**src/verilog/pwm_consts.vh**
```
`ifndef PWM_CONSTS_VH
`define PWM_CONSTS_VH
// ==========================================================
// register byte addresses
`define ADDR_CLOCK_GATE 16'h0016
`define ADDR_PIN_CLOCK_CTRL 16'h0370
`define ADDR_CH0_PRESCALE 16'h0372
`define ADDR_CH0_DUTY 16'h0373
`define ADDR_CH1_PRESCALE 16'h0374
`define ADDR_CH1_DUTY 16'h0375
`define ADDR_OUTPUT_CTRL 16'h0376
// ==========================================================
// field positions
`define BIT_CLOCK_STOP 6
`define BIT_CH0_SEL 0
`define BIT_CH1_SEL 1
`define BIT_SRC_LO 6
`define BIT_SRC_HI 7
`define BIT_CH0_EN 0
`define BIT_CH1_EN 1
`define BIT_CH0_PORT 2
`define BIT_CH1_PORT 3
// ==========================================================
// reset values and counts
`define RST_BYTE 8'h00
`define PERIOD_LAST 8'hfe
`define CLOCK_GATE_MASK 8'h7f
`define PIN_CLOCK_MASK 8'hc3
`define OUTPUT_CTRL_MASK 8'h0f
`endif

```
**src/verilog/pwm_channel.v**
```verilog
`timescale 1ns/1ps
`include "pwm_consts.vh"
// ==========================================================
// one modulator channel
module pwm_channel (
  input wire clk,
  input wire rst,
  input wire tick,
  input wire enable,
  input wire pre_wr,
  input wire duty_wr,
  input wire [7:0] wr_data,
  output wire [7:0] pre_prelatch,
  output wire [7:0] duty_latch,
  output reg wave_q
);
  reg [7:0] pre_pl_q;
  reg [7:0] duty_pl_q;
  reg [7:0] pre_latch_q;
  reg [7:0] duty_latch_q;
  reg [7:0] pre_cnt_q;
  reg [7:0] period_cnt_q;
  reg running_q;
  wire step;
  wire period_end;
  assign pre_prelatch = pre_pl_q;
  assign duty_latch = duty_latch_q;
  assign step = tick && (pre_cnt_q == 8'h00);
  assign period_end = step && (period_cnt_q == `PERIOD_LAST);
  always @(posedge clk or posedge rst) begin
    if (rst) begin
      pre_pl_q <= `RST_BYTE;
      duty_pl_q <= `RST_BYTE;
      pre_latch_q <= `RST_BYTE;
      duty_latch_q <= `RST_BYTE;
      pre_cnt_q <= `RST_BYTE;
      period_cnt_q <= `RST_BYTE;
      running_q <= 1'b0;
      wave_q <= 1'b0;
    end else begin
      if (pre_wr)
        pre_pl_q <= wr_data;
      if (duty_wr)
        duty_pl_q <= wr_data;
      if (!enable) begin
        running_q <= 1'b0; // hold level and latches
      end else if (!running_q) begin
        // start on a tick so the first state is a whole (m+1) ticks long
        if (tick) begin
          // first period after enable keeps old latches
          running_q <= 1'b1;
          pre_cnt_q <= pre_latch_q;
          period_cnt_q <= 8'h00;
        end
      end else if (tick) begin
        if (pre_cnt_q != 8'h00) begin
          pre_cnt_q <= pre_cnt_q - 8'h01;
        end else begin
          pre_cnt_q <= pre_latch_q; // (m+1) ticks per step
          if (period_end) begin
            period_cnt_q <= 8'h00; // 255 states
            pre_latch_q <= pre_pl_q;
            pre_cnt_q <= pre_pl_q;
            duty_latch_q <= duty_pl_q;
          end else begin
            period_cnt_q <= period_cnt_q + 8'h01;
          end
        end
      end
      if (enable && running_q)
        wave_q <= (period_cnt_q < duty_latch_q);
    end
  end
endmodule // pwm_channel

```
**src/verilog/pwm_top.v**
```verilog
// Register access over Wishbone was left to the implementer.
`timescale 1ns/1ps
`include "pwm_consts.vh"
// Behaviour
// two independent channels, 8-bit duty
// bits 7..6 select clock /2 /4 /8 /16
// period is 255 times (prescale+1) ticks
// high for (prescale+1) times duty ticks
// prescale write loads prelatch, applies next period
// duty write loads prelatch, applies next period
// first period after enable uses old values
// disabled reads return prescale prelatch, duty latch
// enabled reads are undefined
// disable holds output level and values
// outputs low right after reset
// pin select bits route to first/second pin
// port switch bits give pin to modulator
// enable bits start channel pulse output
// change select and source only while disabled
// clear clock stop bit before use
// unlock protection before clock stop write; there is no lock here, the clock stop bit is always writable
// software start order: port, select, values, enable
// period counter below duty drives high
// reserved control bits ignored, read zero
module pwm_top (
  input wire clk,
  input wire rst,
  input wire wb_cyc_i,
  input wire wb_stb_i,
  input wire wb_we_i,
  input wire [15:0] wb_adr_i,
  input wire [3:0] wb_sel_i,
  input wire [31:0] wb_dat_i,
  output reg [31:0] wb_dat_o,
  output reg wb_ack_o,
  output wire wb_err_o,
  output reg ch0_first_pin,
  output reg ch0_first_pin_oe,
  output reg ch0_second_pin,
  output reg ch0_second_pin_oe,
  output reg ch1_first_pin,
  output reg ch1_first_pin_oe,
  output reg ch1_second_pin,
  output reg ch1_second_pin_oe
);
  // ==========================================================
  // register bus
  reg [7:0] peripheral_clock_gate_q;
  reg [7:0] pwm_pin_clock_ctrl_q;
  reg [7:0] pwm_output_ctrl_q;
  reg [3:0] div_q;
  wire req;
  wire wr;
  wire [15:0] word_adr;
  wire [1:0] lane;
  wire [7:0] wr_byte;
  wire lane_ok;
  wire clock_run;
  wire tick;
  wire ch0_en;
  wire ch1_en;
  wire [7:0] ch0_pre;
  wire [7:0] ch0_duty;
  wire [7:0] ch1_pre;
  wire [7:0] ch1_duty;
  wire ch0_wave;
  wire ch1_wave;
  reg [7:0] rd_byte;
  wire sel_clock_gate;
  wire sel_pin_clock;
  wire sel_ch0_pre;
  wire sel_ch0_duty;
  wire sel_ch1_pre;
  wire sel_ch1_duty;
  wire sel_output_ctrl;
  wire wr_clock_gate;
  wire wr_pin_clock;
  wire wr_ch0_pre;
  wire wr_ch0_duty;
  wire wr_ch1_pre;
  wire wr_ch1_duty;
  wire wr_output_ctrl;
  wire [1:0] src_sel;
  wire ch0_sel;
  wire ch1_sel;
  wire ch0_port;
  wire ch1_port;
  wire ch0_first_oe_d;
  wire ch0_second_oe_d;
  wire ch1_first_oe_d;
  wire ch1_second_oe_d;

  // each 8-bit register sits in its own byte lane of the aligned word
  function [7:0] pick_byte;
    input [31:0] word;
    input [1:0] sel;
    begin
      case (sel)
        2'd0: pick_byte = word[7:0];
        2'd1: pick_byte = word[15:8];
        2'd2: pick_byte = word[23:16];
        default: pick_byte = word[31:24];
      endcase
    end
  endfunction

  function is_addr;
    input [15:0] a;
    input [15:0] b;
    begin
      is_addr = (a == b);
    end
  endfunction

  // reserved and absent bits are stored as zero so they read back zero
  function [7:0] keep_bits;
    input [7:0] v;
    input [7:0] m;
    begin
      keep_bits = v & m;
    end
  endfunction

  // tick decode for the shared count source: one clock in 2, 4, 8 or 16
  function src_tick;
    input [1:0] src;
    input [3:0] div;
    begin
      case (src)
        2'd0: src_tick = div[0];
        2'd1: src_tick = (div[1:0] == 2'h3);
        2'd2: src_tick = (div[2:0] == 3'h7);
        default: src_tick = (div == 4'hf);
      endcase
    end
  endfunction

  // a pin is driven only with the port switch set and the select pointing at it
  function pin_owned;
    input port_sw;
    input pin_sel;
    input want_second;
    begin
      pin_owned = port_sw && (pin_sel == want_second);
    end
  endfunction

  assign req = wb_cyc_i && wb_stb_i && !wb_ack_o;
  assign lane = wb_adr_i[1:0];
  assign word_adr = wb_adr_i;
  assign wr_byte = pick_byte(wb_dat_i, lane);
  assign lane_ok = wb_sel_i[lane];
  assign wr = req && wb_we_i && lane_ok;
  assign wb_err_o = 1'b0;

  // ==========================================================
  // address decode
  assign sel_clock_gate = is_addr(word_adr, `ADDR_CLOCK_GATE);
  assign sel_pin_clock = is_addr(word_adr, `ADDR_PIN_CLOCK_CTRL);
  assign sel_ch0_pre = is_addr(word_adr, `ADDR_CH0_PRESCALE);
  assign sel_ch0_duty = is_addr(word_adr, `ADDR_CH0_DUTY);
  assign sel_ch1_pre = is_addr(word_adr, `ADDR_CH1_PRESCALE);
  assign sel_ch1_duty = is_addr(word_adr, `ADDR_CH1_DUTY);
  assign sel_output_ctrl = is_addr(word_adr, `ADDR_OUTPUT_CTRL);
  assign wr_clock_gate = wr && sel_clock_gate;
  assign wr_pin_clock = wr && sel_pin_clock;
  assign wr_ch0_pre = wr && sel_ch0_pre;
  assign wr_ch0_duty = wr && sel_ch0_duty;
  assign wr_ch1_pre = wr && sel_ch1_pre;
  assign wr_ch1_duty = wr && sel_ch1_duty;
  assign wr_output_ctrl = wr && sel_output_ctrl;
  assign src_sel = pwm_pin_clock_ctrl_q[`BIT_SRC_HI:`BIT_SRC_LO];
  assign ch0_sel = pwm_pin_clock_ctrl_q[`BIT_CH0_SEL];
  assign ch1_sel = pwm_pin_clock_ctrl_q[`BIT_CH1_SEL];
  assign ch0_port = pwm_output_ctrl_q[`BIT_CH0_PORT];
  assign ch1_port = pwm_output_ctrl_q[`BIT_CH1_PORT];

  // unmapped addresses read zero
  always @* begin
    rd_byte = 8'h00;
    if (sel_clock_gate)
      rd_byte = peripheral_clock_gate_q;
    else if (sel_pin_clock)
      rd_byte = pwm_pin_clock_ctrl_q;
    else if (sel_ch0_pre)
      rd_byte = ch0_pre;
    else if (sel_ch0_duty)
      rd_byte = ch0_duty;
    else if (sel_ch1_pre)
      rd_byte = ch1_pre;
    else if (sel_ch1_duty)
      rd_byte = ch1_duty;
    else if (sel_output_ctrl)
      rd_byte = pwm_output_ctrl_q;
  end

  always @(posedge clk or posedge rst) begin
    if (rst) begin
      wb_ack_o <= 1'b0;
      wb_dat_o <= 32'h00000000;
      peripheral_clock_gate_q <= `RST_BYTE;
      pwm_pin_clock_ctrl_q <= `RST_BYTE;
      pwm_output_ctrl_q <= `RST_BYTE;
    end else begin
      // unmapped addresses ack and read zero, writes dropped
      wb_ack_o <= req;
      if (req && !wb_we_i)
        wb_dat_o <= {rd_byte, rd_byte, rd_byte, rd_byte};
      if (wr_clock_gate)
        peripheral_clock_gate_q <= keep_bits(wr_byte, `CLOCK_GATE_MASK);
      if (wr_pin_clock)
        pwm_pin_clock_ctrl_q <= keep_bits(wr_byte, `PIN_CLOCK_MASK);
      if (wr_output_ctrl)
        pwm_output_ctrl_q <= keep_bits(wr_byte, `OUTPUT_CTRL_MASK);
    end
  end

  // ==========================================================
  // shared count source
  // stopping the base clock freezes the divider and all channels
  assign clock_run = !peripheral_clock_gate_q[`BIT_CLOCK_STOP];

  always @(posedge clk or posedge rst) begin
    if (rst)
      div_q <= 4'h0;
    else if (clock_run)
      div_q <= div_q + 4'h1;
  end

  // one tick each 2, 4, 8 or 16 clocks
  assign tick = clock_run && src_tick(src_sel, div_q);

  // ==========================================================
  // channels
  assign ch0_en = pwm_output_ctrl_q[`BIT_CH0_EN] && clock_run;
  assign ch1_en = pwm_output_ctrl_q[`BIT_CH1_EN] && clock_run;

  // two separate instances keep the channels independent
  pwm_channel u_ch0 (
    .clk(clk),
    .rst(rst),
    .tick(tick),
    .enable(ch0_en),
    .pre_wr(wr_ch0_pre),
    .duty_wr(wr_ch0_duty),
    .wr_data(wr_byte),
    .pre_prelatch(ch0_pre),
    .duty_latch(ch0_duty),
    .wave_q(ch0_wave)
  );

  pwm_channel u_ch1 (
    .clk(clk),
    .rst(rst),
    .tick(tick),
    .enable(ch1_en),
    .pre_wr(wr_ch1_pre),
    .duty_wr(wr_ch1_duty),
    .wr_data(wr_byte),
    .pre_prelatch(ch1_pre),
    .duty_latch(ch1_duty),
    .wave_q(ch1_wave)
  );

  // ==========================================================
  // pin routing
  // oe low leaves the pin to the general port logic outside
  assign ch0_first_oe_d = pin_owned(ch0_port, ch0_sel, 1'b0);
  assign ch0_second_oe_d = pin_owned(ch0_port, ch0_sel, 1'b1);
  assign ch1_first_oe_d = pin_owned(ch1_port, ch1_sel, 1'b0);
  assign ch1_second_oe_d = pin_owned(ch1_port, ch1_sel, 1'b1);

  always @(posedge clk or posedge rst) begin
    if (rst) begin
      ch0_first_pin <= 1'b0;
      ch0_first_pin_oe <= 1'b0;
      ch0_second_pin <= 1'b0;
      ch0_second_pin_oe <= 1'b0;
      ch1_first_pin <= 1'b0;
      ch1_first_pin_oe <= 1'b0;
      ch1_second_pin <= 1'b0;
      ch1_second_pin_oe <= 1'b0;
    end else begin
      ch0_first_pin <= ch0_wave;
      ch0_second_pin <= ch0_wave;
      ch1_first_pin <= ch1_wave;
      ch1_second_pin <= ch1_wave;
      ch0_first_pin_oe <= ch0_first_oe_d;
      ch0_second_pin_oe <= ch0_second_oe_d;
      ch1_first_pin_oe <= ch1_first_oe_d;
      ch1_second_pin_oe <= ch1_second_oe_d;
    end
  end
endmodule // pwm_top

```
**config.mk**
```make
export PLATFORM = sky130hd
export DESIGN_NAME = pwm_top
export DESIGN_NICKNAME = d
export VERILOG_FILES = /design/src/verilog/pwm_channel.v /design/src/verilog/pwm_top.v
export VERILOG_INCLUDE_DIRS = /design/src /design/src/verilog
export SDC_FILE = /design/constraint.sdc
export NUM_CORES = 1
export LEC_CHECK = 0
export ABC_AREA = 0
export ABC_CLOCK_PERIOD_IN_PS = 2600
export BUFFER_PORTS_ARGS = -buffer_cell sky130_fd_sc_hd__buf_4
export CORE_UTILIZATION = 53
export CTS_CLUSTER_DIAMETER = 100
export CTS_CLUSTER_SIZE = 30
export DETAILED_ROUTE_END_ITERATION = 6
export PLACE_DENSITY = 0.77
export SETUP_SLACK_MARGIN = 0.15
export SLEW_MARGIN = 20
export SYNTH_ARGS = -nofsm -noshare
export SYNTH_HDL_FRONTEND = slang
export SYNTH_HIERARCHICAL = 1
export SYNTH_SLANG_ARGS = --single-unit
export TNS_END_PERCENT = 5
```
**constraint.sdc**
```tcl
create_clock -name clk -period 2.6 [get_ports clk]
set_clock_uncertainty 0.15 [all_clocks]
set_input_delay 0.13 -clock clk [delete_from_list [all_inputs] [get_ports clk]]
set_output_delay 0.13 -clock clk [all_outputs]
set_load 0.05 [all_outputs]
```
---- Word level (Yosys, flattened, before mapping) ----
Index checks and enable logic that the tools add are counted.
word-level totals
  bits in registers ....................... 158
  bits of input ports ..................... 57
  output and inout bits ................... 42
  word-level logic and storage cells ...... 135
operators by class
  add/sub/neg operators ................... 5
  magnitude comparators ................... 3
  eq/ne operators ......................... 18
  multiplexer cells ....................... 35
  bitwise logic cells ..................... 4
  reduce and logical (&&, ||, !) cells .... 42
operators by type and width
  operator                                                                  count
  8-bit 2-to-1 mux                                                          25
  16-bit by 10-bit equality test with 1-bit output (second input constant)  6
  1-bit logical AND                                                         25
  8-bit one-hot mux with 3 select lines                                     1
  8-bit by 1-bit adder with 8-bit output (second input constant)            2
  16-bit by 5-bit equality test with 1-bit output (second input constant)   1
  8-bit equality test (second input constant)                               2
  8-bit zero test                                                           2
  8-bit less-than comparator                                                2
  8-bit nonzero test                                                        2
  8-bit by 1-bit subtractor with 8-bit output (second input constant)       2
  5-bit AND reduction                                                       2
  4-bit AND reduction                                                       2
  2-bit equality test (second input constant)                               3
  1-bit 2-to-1 mux                                                          6
  3-bit AND reduction                                                       2
  4-bit by 1-bit adder with 4-bit output (second input constant)            1
  2-bit by 1-bit equality test with 1-bit output (second input constant)    2
  4-bit equality test (second input constant)                               1
  2-bit zero test                                                           2
  4-bit 2-to-1 mux                                                          1
  2-bit inequality test (second input constant)                             2
  1-bit NOT                                                                 4
  2-bit AND reduction                                                       2
  other kinds (5)                                                           7

---- Logic depth before layout (Yosys ltp) ----
  depth after elaboration ................. 9
  mapped depth ............................ 11
  depth with buffers taken out ............ 9

---- By module ----
Netlist, hierarchy kept.
modules (own cells, without submodules)
  module       times used  cells an instance  area each (µm²)  sequential area each (µm²)
  pwm_channel  2           251                2633.8           1251.2
  pwm_top      1           239                2321.0           850.8

---- Worst setup path before layout ----
No wires, ideal clock.
  path kind ............................... reg-to-reg
  from .................................... reg div_q[0]
  to ...................................... reg u_ch0.pre_cnt_q[5]
  library setup time ...................... 96 ps
  arrival time ............................ 2344 ps
  data required time ...................... 2354 ps
  slack ................................... 10 ps
  stages on the path, launching flop included .. 11
  path buffers ............................ 1
  clock period less this slack ............ 2590 ps
  path through ............................ dfrtp_1 -> ha_1 -> ha_1 -> a21oi_1 -> a211oi_1 -> nand4b_1 -> nor3_1 -> buf_2 -> nand2_1 -> mux2i_1 -> o31ai_1
between the ends
  cells in the longest elaborated chain, start to end .. 9
  elaborated cells between the ends (all ways) .. 12
  those cells by class .................... eq/ne (3); mux (5); reduce/logical (4)
RTL lines
  item                                         RTL line          text
  start, declared                              pwm_top.v:51      reg [3:0] div_q;
  start signal, assigned                       pwm_top.v:227     div_q <= div_q + 4'h1;
  4-bit equality test (tied with other cells)  pwm_top.v:133     default: src_tick = (div == 4'hf);
  1-bit one-hot mux with 3 select lines *      pwm_top.v:129     case (src)
  1-bit logical AND *                          pwm_top.v:231     assign tick = clock_run && src_tick(src_sel, div_q);
  net tick                                     pwm_top.v:59      wire tick;
  1-bit logical AND                            pwm_channel.v:28  assign step = tick && (pre_cnt_q == 8'h00);
  1-bit logical AND                            pwm_channel.v:29  assign period_end = step && (period_cnt_q == `PERIOD_LAST);
  8-bit 2-to-1 mux                             pwm_channel.v:60  if (period_end) begin
  8-bit 2-to-1 mux                             pwm_channel.v:56  if (pre_cnt_q != 8'h00) begin
  8-bit 2-to-1 mux                             pwm_channel.v:55  end else if (tick) begin
  8-bit 2-to-1 mux                             pwm_channel.v:47  end else if (!running_q) begin
  end signal, assigned                         pwm_channel.v:57  pre_cnt_q <= pre_cnt_q - 8'h01;
  end signal, assigned                         pwm_channel.v:59  pre_cnt_q <= pre_latch_q;
  end signal, assigned                         pwm_channel.v:63  pre_cnt_q <= pre_pl_q;
  end, declared                                pwm_channel.v:21  reg [7:0] pre_cnt_q;
The timed path passes the listed nets; every way through them passes the cells marked *. The select of a mux whose other input is x is not followed.
A chain may end at the register's enable or synchronous reset.

---- Final worst setup path ----
  from .................................... reg div_q[1]
  to ...................................... reg u_ch0.pre_cnt_q[3]
The elaborated chain is that of the path after synthesis.

==> flow_summary.yaml <==
logic_synthesis:
  ys.flop_type: "dfrtp_1"
  post-synth-top-area-cell: "dfrtp_1"
  synth_nets: 820
  synth-edff-count: 0
  synthTopCellsByArea: "dfrtp_1 (44%), mux2_2 (7.6%), ha_1 (3.6%)"
  synth.ff_latch_count: 134
  synth_cell_types: 67
  ys_seq_area_share_pct: 44.2
  synth_warnings: 6
  synth_area_um2: 7590
  syn_inst: 741
  syn_avg_cell_area_um2: 10.2
  synthArstFlopShare_pct: 100
  synth_top_cell_area_share_pct: 44.2
route:
  wirelength_um: 21500
  wl_per_cell_um: 20.8
  avgViaCountPerCell: 6.31
  first_pass_iters: 7
  drcViolationCount: 7
  ant_nets: 0
  via_count: 6501
  drtIter0Drc: 534
setup_path:
  reg2reg_from: "div_q[1]"
  r2r_end: "u_ch0/pre_cnt_q[3]"
  worstPathMaxFanout: 8
  cp.required_ns: 2.76
  reg2regPathDepth: 12
  crit_end: "u_ch0/pre_cnt_q[3]"
  cp-start-kind: "flip-flop"
  cp-startpoint: "div_q[1]"
  r2r_slack_ns: 0.07
  crit_arrival_ns: 2.69
  worstSetupEndpointType: "flip-flop"
  critPathKind: "flip-flop to flip-flop"
clocking:
  htree_levels: 4
  cts_sinks: 134
  clockBufferDepth: 2
  cts_made_buffers: 17
  cts_root_buf: "clkbuf_16"
  clkSlewWorstSetupHoldPaths_ns: 0.06
  cts_tree: "done"
  insertion_delay_ns: 0.42
finish:
  final_layout_size_suffix_gt1_share_pct: 31.7
  fillers: 1025
  layout.nets: 917
  syn_to_final_growth_pct: 21.3
  mostFrequentLayoutCell: "dfrtp_1"
  final_cell_mix: "dfrtp_1 (134), buf_4 (130), nand2_1 (55)"
  instances_no_fill: 1031
  insertedDiodeCount: 0
sta:
  hold_slack_ns: 0.0364
  tightestPinTransition_ns: 0.505
  min_period_ns: 2.53
  slew_headroom_pct: 66.2
  setup_viol: 0
  hold_violations: 0
  fmax_mhz: 395
  rsz0062_at_grt: "yes"
  fin_crit_sh_pct: 97.4
  slew_viol_final: 0
placement:
  dp_hpwl_um: 15300
  port_buffers: 97
  gp_congestion: 0.935
  dp_cells: 986
die:
  die_area_um2: 14800
  placementRows: 43
  core_um2: 13900
  pin_count: 99
  dieWidth_um: 122
  die_h_um: 122
  initial_utilization_pct: 54.5
global_routing:
  track_usage_pct: 30.2
  grt_first_pass_wirelength_um: 33700
  antenna_found_initial: 0
  overflow: 0
  grt_pass1_vias: 6426
  grt_max_degree: 36
pwr:
  ir_drop_v: 0.000473
  p_per_area_nw_per_um2: 542
  power.static_leakage_nw: 4.22
worst_hold_path:
  hp-class: "input port to flip-flop"
outcome:
  run_status: "finished with violations"
  violations: "design-rule violations"
job:
  maxCapViolCount: 0
## per-layer routing
metal | wire (µm) | vias up | track usage (%)
li1 | - | 2867 | -
met1 | 8790 | 3306 | 39.0
met2 | 10700 | 285 | 51.0
met3 | 1490 | 43 | 5.38
met4 | 484 | 0 | 10.3
met5 | 0 | - | 0
## critical path, stage by stage (launching register included)
cell and delay [ns]:
dfrtp_1 0.36, ha_2 0.19, ha_1 0.13, a21oi_1 0.07, a211oi_2 0.18, buf_4 0.19
buf_4 0.12, nand4b_1 0.14, nor3_4 0.20, buf_4 0.20, buf_4 0.13, a21oi_1 0.06
a221o_1 0.29
## how the worst min path moves through the flow
stage | startpoint | end | slack (ns) | cells after the start
finish | wb_we_i | wb_dat_o[25] | 0.04 | 5
global route | wb_we_i | wb_dat_o[25] | 0.06 | 5
CTS | wb_we_i | wb_dat_o[25] | 0.02 | 5
detailed placement | rst | ch1_second_pin_oe | -0.12 | 2
global placement | rst | ch1_second_pin_oe | -0.12 | 2
floorplan | rst | ch0_first_pin_oe | 0.12 | 1
## through the flow
stage / power (mW) / setup slack [ns] / instance area [µm²] / util [%] / TNS, ns
after CTS: 5.01 / 0.117 / 9120 / 65.4 / 0
after global placement: 2.61 / 0.0832 / 8380 / 60.2 / 0
after floorplan: 2.46 / 0.188 / 7590 / - / 0
final: 4.99 / 0.0666 / 9210 / 66.1 / 0
after detailed placement: 2.61 / -0.0594 / 8380 / 60.2 / -0.399
after global routing: 5.13 / -0.116 / 9210 / 66.1 / -1.23
## synth_stat cells (7+ instances only)
master    number
o21ai_0       32
mux4_2         9
a21oi_1       25
nor4_1         8
inv_1         48
dfrtp_1      134
nand2_1       59
buf_4         32
or3_1         10
ha_1          22
nand4_1        7
mux2_1        18
a31oi_1       16
mux2i_1       15
o21ai_1       24
nor3_1        14
mux2_2        51
nand3_1       23
clkbuf_1      15
nor2_1        42
buf_2          7
## layout make-up
type / instances / area [µm²] / share of cell area (%)
inverters: 48 / 180 / 1.96
clock buffers: 19 / 443 / 4.81
flip-flops and latches: 134 / 3350 / 36.4
multi-input cells: 500 / 3800 / 41.3
well taps: 180 / 225 / 2.45
clock inverters: 13 / 148 / 1.60
repair buffers: 137 / 1060 / 11.5
## what timing repair did
item,4_1_cts,5_1_grt
hold buffers,5,0
gates resized for setup,12,22
setup buffers,8,0
pin swaps,5,8
endpoints found under the hold margin,78,0
setup endpoints to repair,55,60
gates cloned,0,0
## report_power, final
part	internal, mW	switching, mW	leakage, nW	total [mW]
sequential	2.10	0.0190	1.83	2.12
combinational	0.159	0.307	2.11	0.466
clock	1.45	0.953	0.277	2.40
## logic make-up after synthesis
logic type,share of synthesized area (%)
muxes,14.9
AOI/OAI and AO/OA,13.7
xor gates and xnor gates,0.231
other,0.0494
DFF,44.2
buffers and inverters,7.19
adders and majority gates,3.63
and+or+nand+nor,16.2
(Power assumes the default switching activity.)
